**config.mk**
```make
export PLATFORM = sky130hd
export DESIGN_NAME = lcp_device_flat
export DESIGN_NICKNAME = d
export VERILOG_FILES = /design/src/rtl/lcp_pkg.sv /design/src/rtl/lcp_if.sv /design/src/rtl/lcp_device.sv /design/src/flat_wrapper.sv
export VERILOG_INCLUDE_DIRS = /design/src /design/src/rtl
export SDC_FILE = /design/constraint.sdc
export NUM_CORES = 1
export LEC_CHECK = 0
export BUFFER_PORTS_ARGS = -buffer_cell sky130_fd_sc_hd__clkbuf_2
export CAP_MARGIN = 20
export CORE_MARGIN = 4
export CORE_UTILIZATION = 24
export CTS_CLUSTER_SIZE = 16
export DETAILED_ROUTE_END_ITERATION = 12
export HOLD_SLACK_MARGIN = 0.15
export PLACE_DENSITY_LB_ADDON = 0.2
export SETUP_SLACK_MARGIN = 0.2
export SYNTH_ARGS = -nofsm -noshare
export SYNTH_HDL_FRONTEND = slang
export SYNTH_SLANG_ARGS = --single-unit
```
**constraint.sdc**
```tcl
create_clock -name clk -period 3.56 [get_ports clk]
set_clock_uncertainty 0.1 [all_clocks]
set_input_delay 0.356 -clock clk [delete_from_list [all_inputs] [get_ports clk]]
set_output_delay 0.356 -clock clk [all_outputs]
set_load 0.01 [all_outputs]
```
**src/rtl/lcp_consts.svh**
```systemverilog
// constants for the line interface control port: address fields, register
// offsets, bit positions, reset values and serial timing counts
// assumes: included by its bare name from the design modules and the testbench
`ifndef LCP_CONSTS_SVH
`define LCP_CONSTS_SVH

// address byte layout, least significant bit first on the wire
`define LCP_RW_BIT        0
`define LCP_SUB_LSB       1
`define LCP_SUB_MSB       3
`define LCP_PORT_LSB      4
`define LCP_PORT_MSB      7
`define LCP_PORT_GLOBAL   4'h0
`define LCP_PORT_CH0      4'h1
`define LCP_PORT_CH1      4'h2
`define LCP_FRAME_BITS    5'h10

// global sub-addresses and fields
`define LCP_SUB_MASTER    3'h0
`define LCP_SUB_INTCTL    3'h1
`define LCP_MASTER_RST    8'h00
`define LCP_INTCTL_RST    8'h23
`define LCP_PAR_BIT       5
`define LCP_SRST_BIT      0
`define LCP_INPOL_BIT     7
`define LCP_MLOL_BIT      1
`define LCP_MFERR_BIT     0

// per-channel sub-addresses and fields
`define LCP_SUB_MODE      3'h0
`define LCP_SUB_SIGNAL    3'h1
`define LCP_SUB_ADVTX1    3'h2
`define LCP_SUB_ADVTX0    3'h3
`define LCP_SUB_MODE2     3'h4
`define LCP_SUB_STATUS    3'h5
`define LCP_MODE_RST      8'h01
`define LCP_SIGNAL_RST    8'h00
`define LCP_ADVTX1_RST    8'h00
`define LCP_ADVTX0_RST    8'hA8
`define LCP_MODE2_RST     8'h80
`define LCP_PDTX_BIT      7
`define LCP_PDRX_BIT      6
`define LCP_SMOD_MSB      4
`define LCP_SMOD_LSB      3
`define LCP_RLOOP_BIT     4
`define LCP_LLOOP_BIT     3
`define LCP_TX_EQUALIZER_EN_BIT      0
`define LCP_FLOOP_BIT     0
`define LCP_LOL_BIT       1
`define LCP_TX_FIFO_ERROR_BIT      0
`define LCP_SMOD_SYNC_D   2'h2
`define LCP_SMOD_PLESIO   2'h1
`define LCP_SMOD_LOOPT    2'h3

// host command port offsets
`define LCP_HREG_ADDR     3'h0
`define LCP_HREG_WDATA    3'h1
`define LCP_HREG_CTRL     3'h2
`define LCP_HREG_STATUS   3'h3
`define LCP_HREG_RDATA    3'h4

// serial clock timing: 20 MHz at most, so each half period is at least 25 ns
`define LCP_CLK_NS        4
`define LCP_SCK_HALF_NS   25
`define LCP_SCK_HALF_CYC  ((`LCP_SCK_HALF_NS + `LCP_CLK_NS - 1) / `LCP_CLK_NS)

`endif

```
**src/rtl/lcp_pkg.sv**
```systemverilog
// types shared by both ends of the control port
// assumes: lcp_consts.svh sits beside this file
package lcp_pkg;
  // three-level pin reading
  typedef enum logic [1:0] {LCP_LOW, LCP_FLOAT, LCP_HIGH} lcp_lvl_t;
  // device serial port states
  typedef enum logic [1:0] {LCP_D_IDLE, LCP_D_ADDR, LCP_D_DATA} lcp_dst_t;
  // host serial port states
  typedef enum logic [1:0] {LCP_H_IDLE, LCP_H_LEAD, LCP_H_SHIFT, LCP_H_TAIL} lcp_hst_t;
endpackage : lcp_pkg

```
**src/rtl/lcp_if.sv**
```systemverilog
// four-wire serial register port between a controller and the line unit
// assumes: serial in and out may share a wire; an idle wire reads high
interface lcp_if;
  logic serial_port_select_pin;
  logic serial_enable_pin;
  logic serial_clock_pin;
  logic serial_in_pin;
  logic serial_in_oe;
  logic serial_out_pin;
  logic serial_out_oe;
  logic serial_out_line;

  // resolved level of the data-out wire, pulled high when nobody drives
  assign serial_out_line = serial_out_oe ? serial_out_pin : 1'b1;

  modport device (
    input  serial_port_select_pin, serial_enable_pin, serial_clock_pin, serial_in_pin,
    output serial_out_pin, serial_out_oe
  );
  modport host (
    output serial_port_select_pin, serial_enable_pin, serial_clock_pin, serial_in_pin, serial_in_oe,
    input  serial_out_line
  );
endinterface : lcp_if

```
**src/rtl/lcp_device.sv**
```systemverilog
// line unit end of the control port: serial register slave plus control logic
// assumes: control and serial pins are asynchronous to clk and pass two flip-flops first; line status inputs and reset_n are used directly
// Summary of operation
// - equalizer on when bit set or pin low
// - flag transmit lock loss in recovery modes
// - ignore lock loss with parallel interface
// - transmit and receive power down independently
// - power down leaves registers and port alone
// - global pin powers down both transmitters in hardware mode
// - software loop bits select local, remote loop
// - hardware loop pin: low, float remote, high local
// - full digital loop only software, plesiochronous or loop-timed modes
// - power-on reset returns registers to defaults
// - external low reset overrides, never driven high
// - serial port works only while select high
// - enable line starts transfer, acts as select
// - sample on clock rise, launch on fall
// - host sends fields least significant bit first
// - output driven only during read data, lsb first
// - host serial clock at most 20 MHz
// - shared data wire needs tri-state host output
// - each transmitter has own maskable interrupt
// - address byte: rw bit0, sub 3:1, port 7:4
// - port zero global, ports one, two channels
`include "lcp_consts.svh"

module lcp_device
  import lcp_pkg::*;
(
  // clock and reset
  input  wire logic       clk,
  input  wire logic       reset_n,
  input  wire logic       reset_pin_n,
  // serial port
  lcp_if.device           sp,
  // hardware control pins
  input  wire lcp_lvl_t   tx_eq_pin,
  input  wire logic       global_tx_powerdown_pin,
  input  wire lcp_lvl_t   loop_select_pin [2],
  // line status per channel
  input  wire logic [1:0] tx_signal_valid,
  input  wire logic [1:0] tx_fifo_error,
  // control outputs per channel
  output logic [1:0]      tx_equalizer_en,
  output logic [1:0]      tx_powerdown,
  output logic [1:0]      rx_powerdown,
  output logic [1:0]      local_loop_en,
  output logic [1:0]      remote_loop_en,
  output logic [1:0]      full_loop_en,
  output logic [1:0]      tx_lock_lost,
  output logic [1:0]      tx_irq
);

  ////////////////////////////////////////////////////////////////////////////
  // pin synchronisers
  logic [5:0] pin_m_q, pin_s_q;
  lcp_lvl_t   eq_m_q, eq_s_q;
  lcp_lvl_t   lp_m_q [2];
  lcp_lvl_t   lp_s_q [2];
  logic       sck_prev_q;
  logic       core_rst;

  // two flops on every asynchronous pin, first flop read only by the second
  always_ff @(posedge clk) begin
    pin_m_q <= {global_tx_powerdown_pin, reset_pin_n, sp.serial_port_select_pin, sp.serial_enable_pin,
                sp.serial_clock_pin, sp.serial_in_pin};
    pin_s_q <= pin_m_q;
    eq_m_q  <= tx_eq_pin;
    eq_s_q  <= eq_m_q;
    lp_m_q  <= loop_select_pin;
    lp_s_q  <= lp_m_q;
    sck_prev_q <= pin_s_q[1];
  end

  wire gpd_s     = pin_s_q[5];
  wire rst_pin_s = pin_s_q[4];
  wire sel_s     = pin_s_q[3];
  wire en_s      = pin_s_q[2];
  wire sck_s     = pin_s_q[1];
  wire sdi_s     = pin_s_q[0];
  wire sck_rise  = sck_s & ~sck_prev_q;
  wire sck_fall  = ~sck_s & sck_prev_q;
  wire port_live = sel_s & en_s;
  wire hw_mode   = ~sel_s;

  // either reset source clears all registers and state
  assign core_rst = ~reset_n | ~rst_pin_s;

  ////////////////////////////////////////////////////////////////////////////
  // serial frame engine
  lcp_dst_t   st_q;
  logic [4:0] cnt_q;
  logic [7:0] addr_q, wdat_q, rsh_q;
  logic       rd_q;
  logic       out_q, oe_q;
  logic       wr_stb;
  logic [7:0] wr_data;
  logic       rd_stb;

  wire [3:0] port_f = addr_q[`LCP_PORT_MSB:`LCP_PORT_LSB];
  wire [2:0] sub_f  = addr_q[`LCP_SUB_MSB:`LCP_SUB_LSB];
  wire [7:0] addr_full = {sdi_s, addr_q[6:0]};

  assign wr_stb  = port_live & sck_rise & (cnt_q == `LCP_FRAME_BITS - 5'h1) & ~rd_q;
  assign wr_data = {sdi_s, wdat_q[6:0]};
  assign rd_stb  = port_live & sck_rise & (cnt_q == 5'h07) & addr_q[`LCP_RW_BIT];

  // bit counter and shift registers, sampled on serial clock rise lsb first
  always_ff @(posedge clk) begin
    if (core_rst || !port_live) begin
      st_q  <= LCP_D_IDLE;
      cnt_q <= 5'h00;
      rd_q  <= 1'b0;
    end else if (sck_rise && cnt_q < `LCP_FRAME_BITS) begin
      cnt_q <= cnt_q + 5'h01;
      case (st_q)
        LCP_D_IDLE: begin
          addr_q[0] <= sdi_s;
          st_q      <= LCP_D_ADDR;
        end
        LCP_D_ADDR: begin
          addr_q[cnt_q[2:0]] <= sdi_s;
          if (cnt_q == 5'h07) begin
            st_q <= LCP_D_DATA;
            rd_q <= addr_q[`LCP_RW_BIT];
          end
        end
        default: wdat_q[cnt_q[2:0]] <= sdi_s;
      endcase
    end
  end

  // read data launched on serial clock fall, driven only while data bits run
  always_ff @(posedge clk) begin
    if (core_rst || !port_live) begin
      oe_q  <= 1'b0;
      out_q <= 1'b0;
    end else if (rd_stb) begin
      rsh_q <= reg_read(addr_full);
    end else if (sck_fall) begin
      if (rd_q && cnt_q >= 5'h08 && cnt_q < `LCP_FRAME_BITS) begin
        oe_q  <= 1'b1;
        out_q <= rsh_q[0];
        rsh_q <= {1'b0, rsh_q[7:1]};
      end else begin
        oe_q <= 1'b0;
      end
    end
  end

  assign sp.serial_out_pin = out_q;
  assign sp.serial_out_oe  = oe_q;

  ////////////////////////////////////////////////////////////////////////////
  // register file
  logic [7:0] master_q, intctl_q;
  logic [7:0] mode_q [2];
  logic [7:0] sig_q  [2];
  logic [7:0] adv1_q [2];
  logic [7:0] adv0_q [2];
  logic [7:0] mode2_q [2];
  logic [1:0] stat_q [2];
  logic [1:0] lol_now;

  // read mux; unmapped addresses read zero
  function automatic logic [7:0] reg_read(input logic [7:0] a);
    logic [3:0] p;
    logic [2:0] s;
    logic       c;
    p = a[`LCP_PORT_MSB:`LCP_PORT_LSB];
    s = a[`LCP_SUB_MSB:`LCP_SUB_LSB];
    c = (p == `LCP_PORT_CH1);
    reg_read = 8'h00;
    if (p == `LCP_PORT_GLOBAL) begin
      if (s == `LCP_SUB_MASTER) reg_read = master_q;
      else if (s == `LCP_SUB_INTCTL) reg_read = intctl_q;
    end else if (p == `LCP_PORT_CH0 || p == `LCP_PORT_CH1) begin
      if (s == `LCP_SUB_MODE) reg_read = mode_q[c];
      else if (s == `LCP_SUB_SIGNAL) reg_read = sig_q[c];
      else if (s == `LCP_SUB_ADVTX1) reg_read = adv1_q[c];
      else if (s == `LCP_SUB_ADVTX0) reg_read = adv0_q[c];
      else if (s == `LCP_SUB_MODE2) reg_read = mode2_q[c];
      else if (s == `LCP_SUB_STATUS) reg_read = {6'h00, stat_q[c]};
    end
  endfunction : reg_read

  wire soft_rst = master_q[`LCP_SRST_BIT];
  wire wr_glob  = wr_stb & (port_f == `LCP_PORT_GLOBAL);

  // global registers; soft reset bit clears itself after one cycle
  always_ff @(posedge clk) begin
    if (core_rst || soft_rst) begin
      master_q <= `LCP_MASTER_RST;
      intctl_q <= `LCP_INTCTL_RST;
    end else if (wr_glob && sub_f == `LCP_SUB_MASTER) begin
      master_q <= wr_data;
    end else if (wr_glob && sub_f == `LCP_SUB_INTCTL) begin
      intctl_q <= wr_data;
    end
  end

  // per-channel registers; power-down bits never gate these writes
  for (genvar c = 0; c < 2; c++) begin : g_ch
    wire wr_ch = wr_stb & (port_f == 4'(c + 1));
    wire [1:0] smod = mode_q[c][`LCP_SMOD_MSB:`LCP_SMOD_LSB];
    wire cdr_mode   = (smod == `LCP_SMOD_SYNC_D) | (smod == `LCP_SMOD_PLESIO);
    wire clr_stat   = rd_stb & (addr_full[`LCP_PORT_MSB:`LCP_PORT_LSB] == 4'(c + 1))
                      & (addr_full[`LCP_SUB_MSB:`LCP_SUB_LSB] == `LCP_SUB_STATUS);

    // loss of lock only in recovery modes, masked in parallel mode
    assign lol_now[c] = cdr_mode & ~tx_signal_valid[c] & ~master_q[`LCP_PAR_BIT];

    always_ff @(posedge clk) begin
      if (core_rst || soft_rst) begin
        mode_q[c]  <= `LCP_MODE_RST;
        sig_q[c]   <= `LCP_SIGNAL_RST;
        adv1_q[c]  <= `LCP_ADVTX1_RST;
        adv0_q[c]  <= `LCP_ADVTX0_RST;
        mode2_q[c] <= `LCP_MODE2_RST;
      end else if (wr_ch) begin
        if (sub_f == `LCP_SUB_MODE) mode_q[c] <= wr_data;
        else if (sub_f == `LCP_SUB_SIGNAL) sig_q[c] <= wr_data;
        else if (sub_f == `LCP_SUB_ADVTX1) adv1_q[c] <= wr_data;
        else if (sub_f == `LCP_SUB_ADVTX0) adv0_q[c] <= wr_data;
        else if (sub_f == `LCP_SUB_MODE2) mode2_q[c] <= wr_data;
      end
    end

    // sticky status, cleared by reading it; a new event wins over the clear
    always_ff @(posedge clk) begin
      if (core_rst || soft_rst) begin
        stat_q[c] <= 2'h0;
      end else begin
        stat_q[c][`LCP_LOL_BIT]  <= lol_now[c] | (stat_q[c][`LCP_LOL_BIT] & ~clr_stat);
        stat_q[c][`LCP_TX_FIFO_ERROR_BIT] <= tx_fifo_error[c] | (stat_q[c][`LCP_TX_FIFO_ERROR_BIT] & ~clr_stat);
      end
    end

    // registered control outputs
    always_ff @(posedge clk) begin
      if (core_rst) begin
        tx_equalizer_en[c] <= 1'b0;
        tx_powerdown[c]    <= 1'b0;
        rx_powerdown[c]    <= 1'b0;
        local_loop_en[c]   <= 1'b0;
        remote_loop_en[c]  <= 1'b0;
        full_loop_en[c]    <= 1'b0;
        tx_lock_lost[c]    <= 1'b0;
        tx_irq[c]          <= 1'b0;
      end else begin
        tx_equalizer_en[c] <= adv1_q[c][`LCP_TX_EQUALIZER_EN_BIT] | (eq_s_q == LCP_LOW);
        tx_powerdown[c]    <= mode_q[c][`LCP_PDTX_BIT] | (hw_mode & gpd_s);
        rx_powerdown[c]    <= mode_q[c][`LCP_PDRX_BIT];
        if (hw_mode) begin
          local_loop_en[c]  <= (lp_s_q[c] == LCP_HIGH);
          remote_loop_en[c] <= (lp_s_q[c] == LCP_FLOAT);
        end else begin
          local_loop_en[c]  <= sig_q[c][`LCP_LLOOP_BIT];
          remote_loop_en[c] <= sig_q[c][`LCP_RLOOP_BIT];
        end
        full_loop_en[c] <= ~hw_mode & adv0_q[c][`LCP_FLOOP_BIT] & ~master_q[`LCP_PAR_BIT]
                           & ((smod == `LCP_SMOD_PLESIO) | (smod == `LCP_SMOD_LOOPT));
        tx_lock_lost[c] <= lol_now[c];
        // masked event sources, polarity chosen by software
        tx_irq[c] <= intctl_q[`LCP_INPOL_BIT] ~^
                     ((stat_q[c][`LCP_LOL_BIT] & intctl_q[`LCP_MLOL_BIT]) |
                      (stat_q[c][`LCP_TX_FIFO_ERROR_BIT] & intctl_q[`LCP_MFERR_BIT]));
      end
    end
  end

endmodule : lcp_device

```
**src/flat_wrapper.sv**
```systemverilog
// flat-port wrapper written by rule: the top's interface ports become plain ports
module lcp_device_flat import lcp_pkg::*;
  (clk, reset_n, reset_pin_n, tx_eq_pin, global_tx_powerdown_pin, loop_select_pin, tx_signal_valid, tx_fifo_error, tx_equalizer_en, tx_powerdown, rx_powerdown, local_loop_en, remote_loop_en, full_loop_en, tx_lock_lost, tx_irq, sp_serial_port_select_pin, sp_serial_enable_pin, sp_serial_clock_pin, sp_serial_in_pin, sp_serial_out_pin, sp_serial_out_oe);
  lcp_if sp_i ();
  input  wire logic clk;
  input  wire logic reset_n;
  input  wire logic reset_pin_n;
  input  wire lcp_lvl_t tx_eq_pin;
  input  wire logic global_tx_powerdown_pin;
  input  wire lcp_lvl_t loop_select_pin[2];
  input  wire logic [1:0] tx_signal_valid;
  input  wire logic [1:0] tx_fifo_error;
  output logic [1:0] tx_equalizer_en;
  output logic [1:0] tx_powerdown;
  output logic [1:0] rx_powerdown;
  output logic [1:0] local_loop_en;
  output logic [1:0] remote_loop_en;
  output logic [1:0] full_loop_en;
  output logic [1:0] tx_lock_lost;
  output logic [1:0] tx_irq;
  input wire logic [$bits(sp_i.serial_port_select_pin)-1:0] sp_serial_port_select_pin;
  input wire logic [$bits(sp_i.serial_enable_pin)-1:0] sp_serial_enable_pin;
  input wire logic [$bits(sp_i.serial_clock_pin)-1:0] sp_serial_clock_pin;
  input wire logic [$bits(sp_i.serial_in_pin)-1:0] sp_serial_in_pin;
  output wire logic [$bits(sp_i.serial_out_pin)-1:0] sp_serial_out_pin;
  output wire logic [$bits(sp_i.serial_out_oe)-1:0] sp_serial_out_oe;
  assign sp_i.serial_port_select_pin = sp_serial_port_select_pin;
  assign sp_i.serial_enable_pin = sp_serial_enable_pin;
  assign sp_i.serial_clock_pin = sp_serial_clock_pin;
  assign sp_i.serial_in_pin = sp_serial_in_pin;
  assign sp_serial_out_pin = sp_i.serial_out_pin;
  assign sp_serial_out_oe = sp_i.serial_out_oe;
  lcp_device u_core (.clk(clk), .reset_n(reset_n), .reset_pin_n(reset_pin_n), .sp(sp_i), .tx_eq_pin(tx_eq_pin), .global_tx_powerdown_pin(global_tx_powerdown_pin), .loop_select_pin(loop_select_pin), .tx_signal_valid(tx_signal_valid), .tx_fifo_error(tx_fifo_error), .tx_equalizer_en(tx_equalizer_en), .tx_powerdown(tx_powerdown), .rx_powerdown(rx_powerdown), .local_loop_en(local_loop_en), .remote_loop_en(remote_loop_en), .full_loop_en(full_loop_en), .tx_lock_lost(tx_lock_lost), .tx_irq(tx_irq));
endmodule
```
After elaboration in Yosys (flattened, before gate mapping)
Memories as Yosys holds them, arrays and structs flattened.
Index checks and enable logic that the tools add are counted.
{"block": "totals", "regBits": 91, "mem_bits_rw": 84, "input_bits": 18, "output_inout_bits": 18, "word_cells": 265, "memories": 6}
{"block": "op_classes", "add_sub_neg": 1, "order_cmp": 4, "eq_ne": 23, "muxes": 87, "bitwise_logic": 80, "n_reduce_logical": 28}
{"memory": "u_core.adv0_q", "words": 2, "width": 8, "read_ports": 3, "rd_clocked_by_memory_dff": 0, "write_ports": 2, "line_no": "lcp_device.sv:160", "text": "logic [7:0] adv0_q [2];"}
{"memory": "u_core.adv1_q", "words": 2, "width": 8, "read_ports": 3, "rd_clocked_by_memory_dff": 0, "write_ports": 2, "line_no": "lcp_device.sv:159", "text": "logic [7:0] adv1_q [2];"}
{"memory": "u_core.mode2_q", "words": 2, "width": 8, "read_ports": 1, "rd_clocked_by_memory_dff": 0, "write_ports": 2, "line_no": "lcp_device.sv:161", "text": "logic [7:0] mode2_q [2];"}
{"memory": "u_core.mode_q", "words": 2, "width": 8, "read_ports": 3, "rd_clocked_by_memory_dff": 0, "write_ports": 2, "line_no": "lcp_device.sv:157", "text": "logic [7:0] mode_q [2];"}
{"memory": "u_core.sig_q", "words": 2, "width": 8, "read_ports": 3, "rd_clocked_by_memory_dff": 0, "write_ports": 2, "line_no": "lcp_device.sv:158", "text": "logic [7:0] sig_q [2];"}
{"memory": "u_core.stat_q", "words": 2, "width": 2, "read_ports": 3, "rd_clocked_by_memory_dff": 0, "write_ports": 2, "line_no": "lcp_device.sv:162", "text": "logic [1:0] stat_q [2];"}
{"op": "8-bit 2-to-1 mux", "count": 22}
{"op": "1-bit 2-to-1 mux", "count": 58}
{"op": "1-bit bitwise AND", "count": 34}
{"op": "1-bit bitwise OR", "count": 29}
{"op": "3-bit AND reduction", "count": 7}
{"op": "8-bit bitwise mux", "count": 2}
{"op": "1-bit NOT", "count": 15}
{"op": "2-bit == test (second input constant)", "count": 6}
{"op": "2-bit by 1-bit == test with 1-bit output (second input constant)", "count": 5}
{"op": "4-bit by 1-bit == test with 1-bit output (second input constant)", "count": 2}
{"op": "4-bit by 2-bit == test with 1-bit output (second input constant)", "count": 2}
{"op": "4-bit logical NOT", "count": 2}
{"op": "3-bit by 2-bit == test with 1-bit output (second input constant)", "count": 2}
{"op": "3-bit == test (second input constant)", "count": 2}
{"op": "1-bit logical AND", "count": 6}
{"op": "2-bit nonzero test", "count": 3}
{"op": "5-bit by 1-bit adder with 5-bit output (second input constant)", "count": 1}
{"op": "5-bit by 3-bit == test with 1-bit output (second input constant)", "count": 1}
{"op": "5-bit by 4-bit == test with 1-bit output (second input constant)", "count": 1}
{"op": "5-bit by 4-bit greater-or-equal comparator with 1-bit output (second input constant)", "count": 1}
{"op": "5-bit less-than comparator (second input constant)", "count": 1}
{"op": "2-bit logical NOT", "count": 2}
{"op": "3-bit by 4-bit less-than comparator with 1-bit output (second input constant)", "count": 1}
{"op": "2-bit 2-to-1 mux", "count": 2}
{"op": "12 further kinds", "count": 16}

Depth between registers and ports, before layout
{"block": "depth", "ltp_word": 11, "ltp_mapped": 8, "mapped_depth_nobuf": 8}

Worst setup path after synthesis
No wires, ideal clock.
{"block": "synth_timing", "path_type": "register to register", "from": "reg u_core.cnt_q[2]", "to": "mem u_core.adv1_q[0][0] (enable)", "setup_ps": 384, "arrival_time_ps": 2365, "t_required_ps": 3076, "setup_slack_ps": 711, "path_stages_with_launch": 8, "path_buffers": 1, "synth_period_minus_slack_ps": 2849, "path_cell_list": "dfxtp_1 > clkbuf_1 > and3_1 > ha_1 > or4b_1 > nor3_2 > nand2_1 > o21ai_0"}
{"item": "start, declared", "line_no": "lcp_device.sv:92", "text": "logic [4:0] cnt_q;"}
{"item": "start signal, assigned", "line_no": "lcp_device.sv:115", "text": "cnt_q <= cnt_q + 5'h01;"}
{"item": "end, declared", "line_no": "lcp_device.sv:159"}

==> impl_metrics.env <==
export IMPL_p_leak_nw=3.30
export IMPL_grt_max_degree=33
export IMPL_ys_types=46
export IMPL_rsz0062_at_grt="false"
export IMPL_grt_pass1_wl_mm=31.8
export IMPL_hpwlAfterDp_mm=14.5
export IMPL_maxCapViolCount=0
export IMPL_path_max_fanout=9
export IMPL_postCtsSetupRepairBufs=0
export IMPL_tightest_slew_ps=841
export IMPL_clk_path_buf_depth=2
export IMPL_coreArea_um2=29600
export IMPL_htreeDepth=4
export IMPL_antenna_cells=0
export IMPL_yosys_area_top_type="edfxtp_1"
export IMPL_worst_slew_margin_rel_pct=43.3
export IMPL_dp_cells=1081
export IMPL_utilization_pct=29.4
export IMPL_finalPower_mw=4.15
export IMPL_wl_met2_mm=9.88
export IMPL_overflow=0
export IMPL_r2r_end="u_core.adv1_q[0][5]"
export IMPL_top_layer_used="met4"
export IMPL_grt_usage_pct=12.8
export IMPL_die_area_um2=32900
export IMPL_post_route_period_util_pct=85.3
export IMPL_critPathRequiredTime_ps=3750
export IMPL_status="finished, final reports clean"
export IMPL_clkSinkCount=174
export IMPL_synth_ff_type="edfxtp_1"
export IMPL_clkTransAtPathRegs_ps=80
export IMPL_setup_violations_final=0
export IMPL_postCtsHoldBufs=17
export IMPL_reg2reg_setup_slack_ps=520
export IMPL_arrival_ps=3230
export IMPL_hold_viol_final=0
export IMPL_rows=63
export IMPL_wl_met3_um=650
export IMPL_fmax_mhz=329
export IMPL_syn_nets=682
export IMPL_irDropWorstVdd_v=0.000215
export IMPL_drt_wirelength_per_cell_um=18.4
export IMPL_cp_end_kind="flip-flop"
export IMPL_nets=752
export IMPL_synth_edff_count=103
export IMPL_grt_pass1_vias=5006
export IMPL_holdPathStages=0
export IMPL_drcViolationCount=0
export IMPL_critPathKind="reg2reg"
export IMPL_p_per_area_nw_per_um2=477
export IMPL_syn_to_final_growth_pct=20.7
export IMPL_hp_start="u_core.lp_m_q[0]"
export IMPL_syn_area_um2=7220
export IMPL_ctsResizeCount=0
export IMPL_drtPass1Iterations=7
export IMPL_fill_cells=3117
export IMPL_hold_end="u_core.lp_s_q[0]"
export IMPL_cts_tree="done"
export IMPL_die_w_um=181
export IMPL_post_drt_via_cell_ratio=4.44
export IMPL_avgSynthCellArea_um2=11.0
export IMPL_insertion_delay_ps=430
export IMPL_cts_made_buffers=17
export IMPL_drive_above_1_share_pct=15.0
export IMPL_cp_start_kind="flip-flop"
export IMPL_synthArstFlopShare_pct=0
export IMPL_clockRootBuffer="clkbuf_16"
export IMPL_io_pins=36
export IMPL_reg2regPathDepth=9
export IMPL_start_util_pct=24.4
export IMPL_final_max_slew_viol_count=0
export IMPL_ys_warnings_count=0
export IMPL_tns_ps=0
export IMPL_routed_wl_mm=20.8
export IMPL_min_period_ps=3040
export IMPL_met1_length_mm=9.94
export IMPL_ant_nets=0
export IMPL_die_y_um=181
export IMPL_antenna_found_initial=0
export IMPL_synth_top_area_share_pct=42.8
export IMPL_synth_seq_cells=174
export IMPL_seq_area_frac_synth_pct=62.5
export IMPL_cp_startpoint="u_core.cnt_q[1]"
export IMPL_vias=5012
export IMPL_synthTopCellsByArea="edfxtp_1 (43%), dfxtp_1 (20%), and2_1 (6.1%), mux2i_1 (5.1%), nand2_1 (4.5%)"
export IMPL_layout_cells_non_filler=1130
export IMPL_portBuffers=35
export IMPL_drtIter0Drc=376
export IMPL_min_path_type="reg2reg"
export IMPL_place_gp_congestion=0.838
export IMPL_r2r_start="u_core.cnt_q[1]"
export IMPL_syn_inst=657
kinds of logic (layout without fill, tap and decap cells):
kind of cell,after synthesis,after routing,synth area share [%]
adder cells (fa/ha/maj),7,7,1.21
multiplexers,37,37,5.13
flip-flops,174,174,62.5
XOR/XNOR,4,4,0.485
AND/OR/NAND/NOR,301,301,21.0
AO/OA/AOI/OAI,93,93,7.31
buffers and inverters,41,124,2.36
metrics by stage:
step | hold slack [ps] | setup WS (ps) | cell area (um^2)
3_3_place_gp | 210 | 624 | 7990
3_5_place_dp | 212 | 531 | 7990
6_report | 227 | 524 | 8710
4_1_cts | 228 | 494 | 8710
2_1_floorplan | 210 | 711 | 7220
5_1_grt | 236 | 286 | 8710
layout by cell type (no fill, tap or decap), drive strengths merged, types with 3 or more instances in the layout:
| cell | instances |
|---|---|
| edfxtp | 103 |
| mux2i | 37 |
| clkbuf | 54 |
| nor4 | 4 |
| dlygate4sd3 | 17 |
| nand2b | 5 |
| ha | 7 |
| dfxtp | 71 |
| and2 | 70 |
| clkinv | 4 |
| nand3 | 9 |
| o21ai | 24 |
| nor3 | 17 |
| inv | 18 |
| nor2b | 4 |
| o41ai | 3 |
| nand2 | 87 |
| a22oi | 4 |
| a21oi | 39 |
| and3 | 3 |
| or2 | 3 |
| buf | 31 |
| or3 | 14 |
| a31oi | 9 |
| o22ai | 9 |
| nor2 | 73 |
area by class of cell:
cell class                      count  area [um^2]  area share (%)
Clock buffer                       19          454            5.21
Clock inverter                     13          101            1.16
Inverter                            9         33.8           0.388
Multi-Input combinational cell    442         2540            29.2
Sequential cell                   174         4510            51.8
Tap cell                          390          488            5.60
Timing Repair Buffer               83          578            6.63
how the worst max path moves through the flow:
stage	end	slack [ps]	cells after the start
CTS	u_core.adv1_q[0][5]	490	9
global placement	u_core.mode2_q[1][3]	620	9
detailed placement	u_core.adv1_q[0][6]	530	9
floorplan	u_core.adv1_q[0][0]	710	7
finish	u_core.adv1_q[0][5]	520	9
global route	u_core.mode_q[0][1]	290	9
layer usage:
| layer | global-route usage [%] | up-vias |
|---|---|---|
| li1 | - | 2444 |
| met1 | 17.8 | 2445 |
| met2 | 20.9 | 101 |
| met3 | 1.62 | 22 |
| met4 | 3.99 | 0 |
| met5 | 0 | - |
synthesized netlist by cell type (all sizes together) (7+ instances only):
library cell / number
a31oi: 9
clkbuf: 28
dfxtp: 71
o21ai: 24
and2: 70
or3: 14
mux2i: 37
ha: 7
edfxtp: 103
nor3: 17
nor2: 73
a21oi: 39
nand2: 87
inv: 9
nand3: 9
o22ai: 9
registers in the layout (all words and copies together), names as in the netlist, 7 cells and up:
register / flops
u_core.mode_q: 16
u_core.intctl_q: 8
u_core.sig_q: 16
u_core.mode2_q: 16
u_core.master_q: 8
u_core.wdat_q: 7
u_core.adv0_q: 16
u_core.adv1_q: 16
u_core.rsh_q: 8
u_core.addr_q: 8
critical path, cell delays in order, from the launching register on:
cell and delay [ps]:
dfxtp_1 490, ha_1 260, and3_1 170, ha_1 130
or4b_1 440, nor3_2 120, buf_4 170, nand3_1 330
nor2_1 480, and2_1 190
power breakdown:
part           internal [mW]  leakage [nW]  switching, mW
clock                  0.953         0.281          0.848
combinational         0.0544          1.39         0.0737
sequential              2.19          1.63         0.0361
total                   3.19          3.30          0.958
Note: power is estimated with default switching activity, not from simulation.
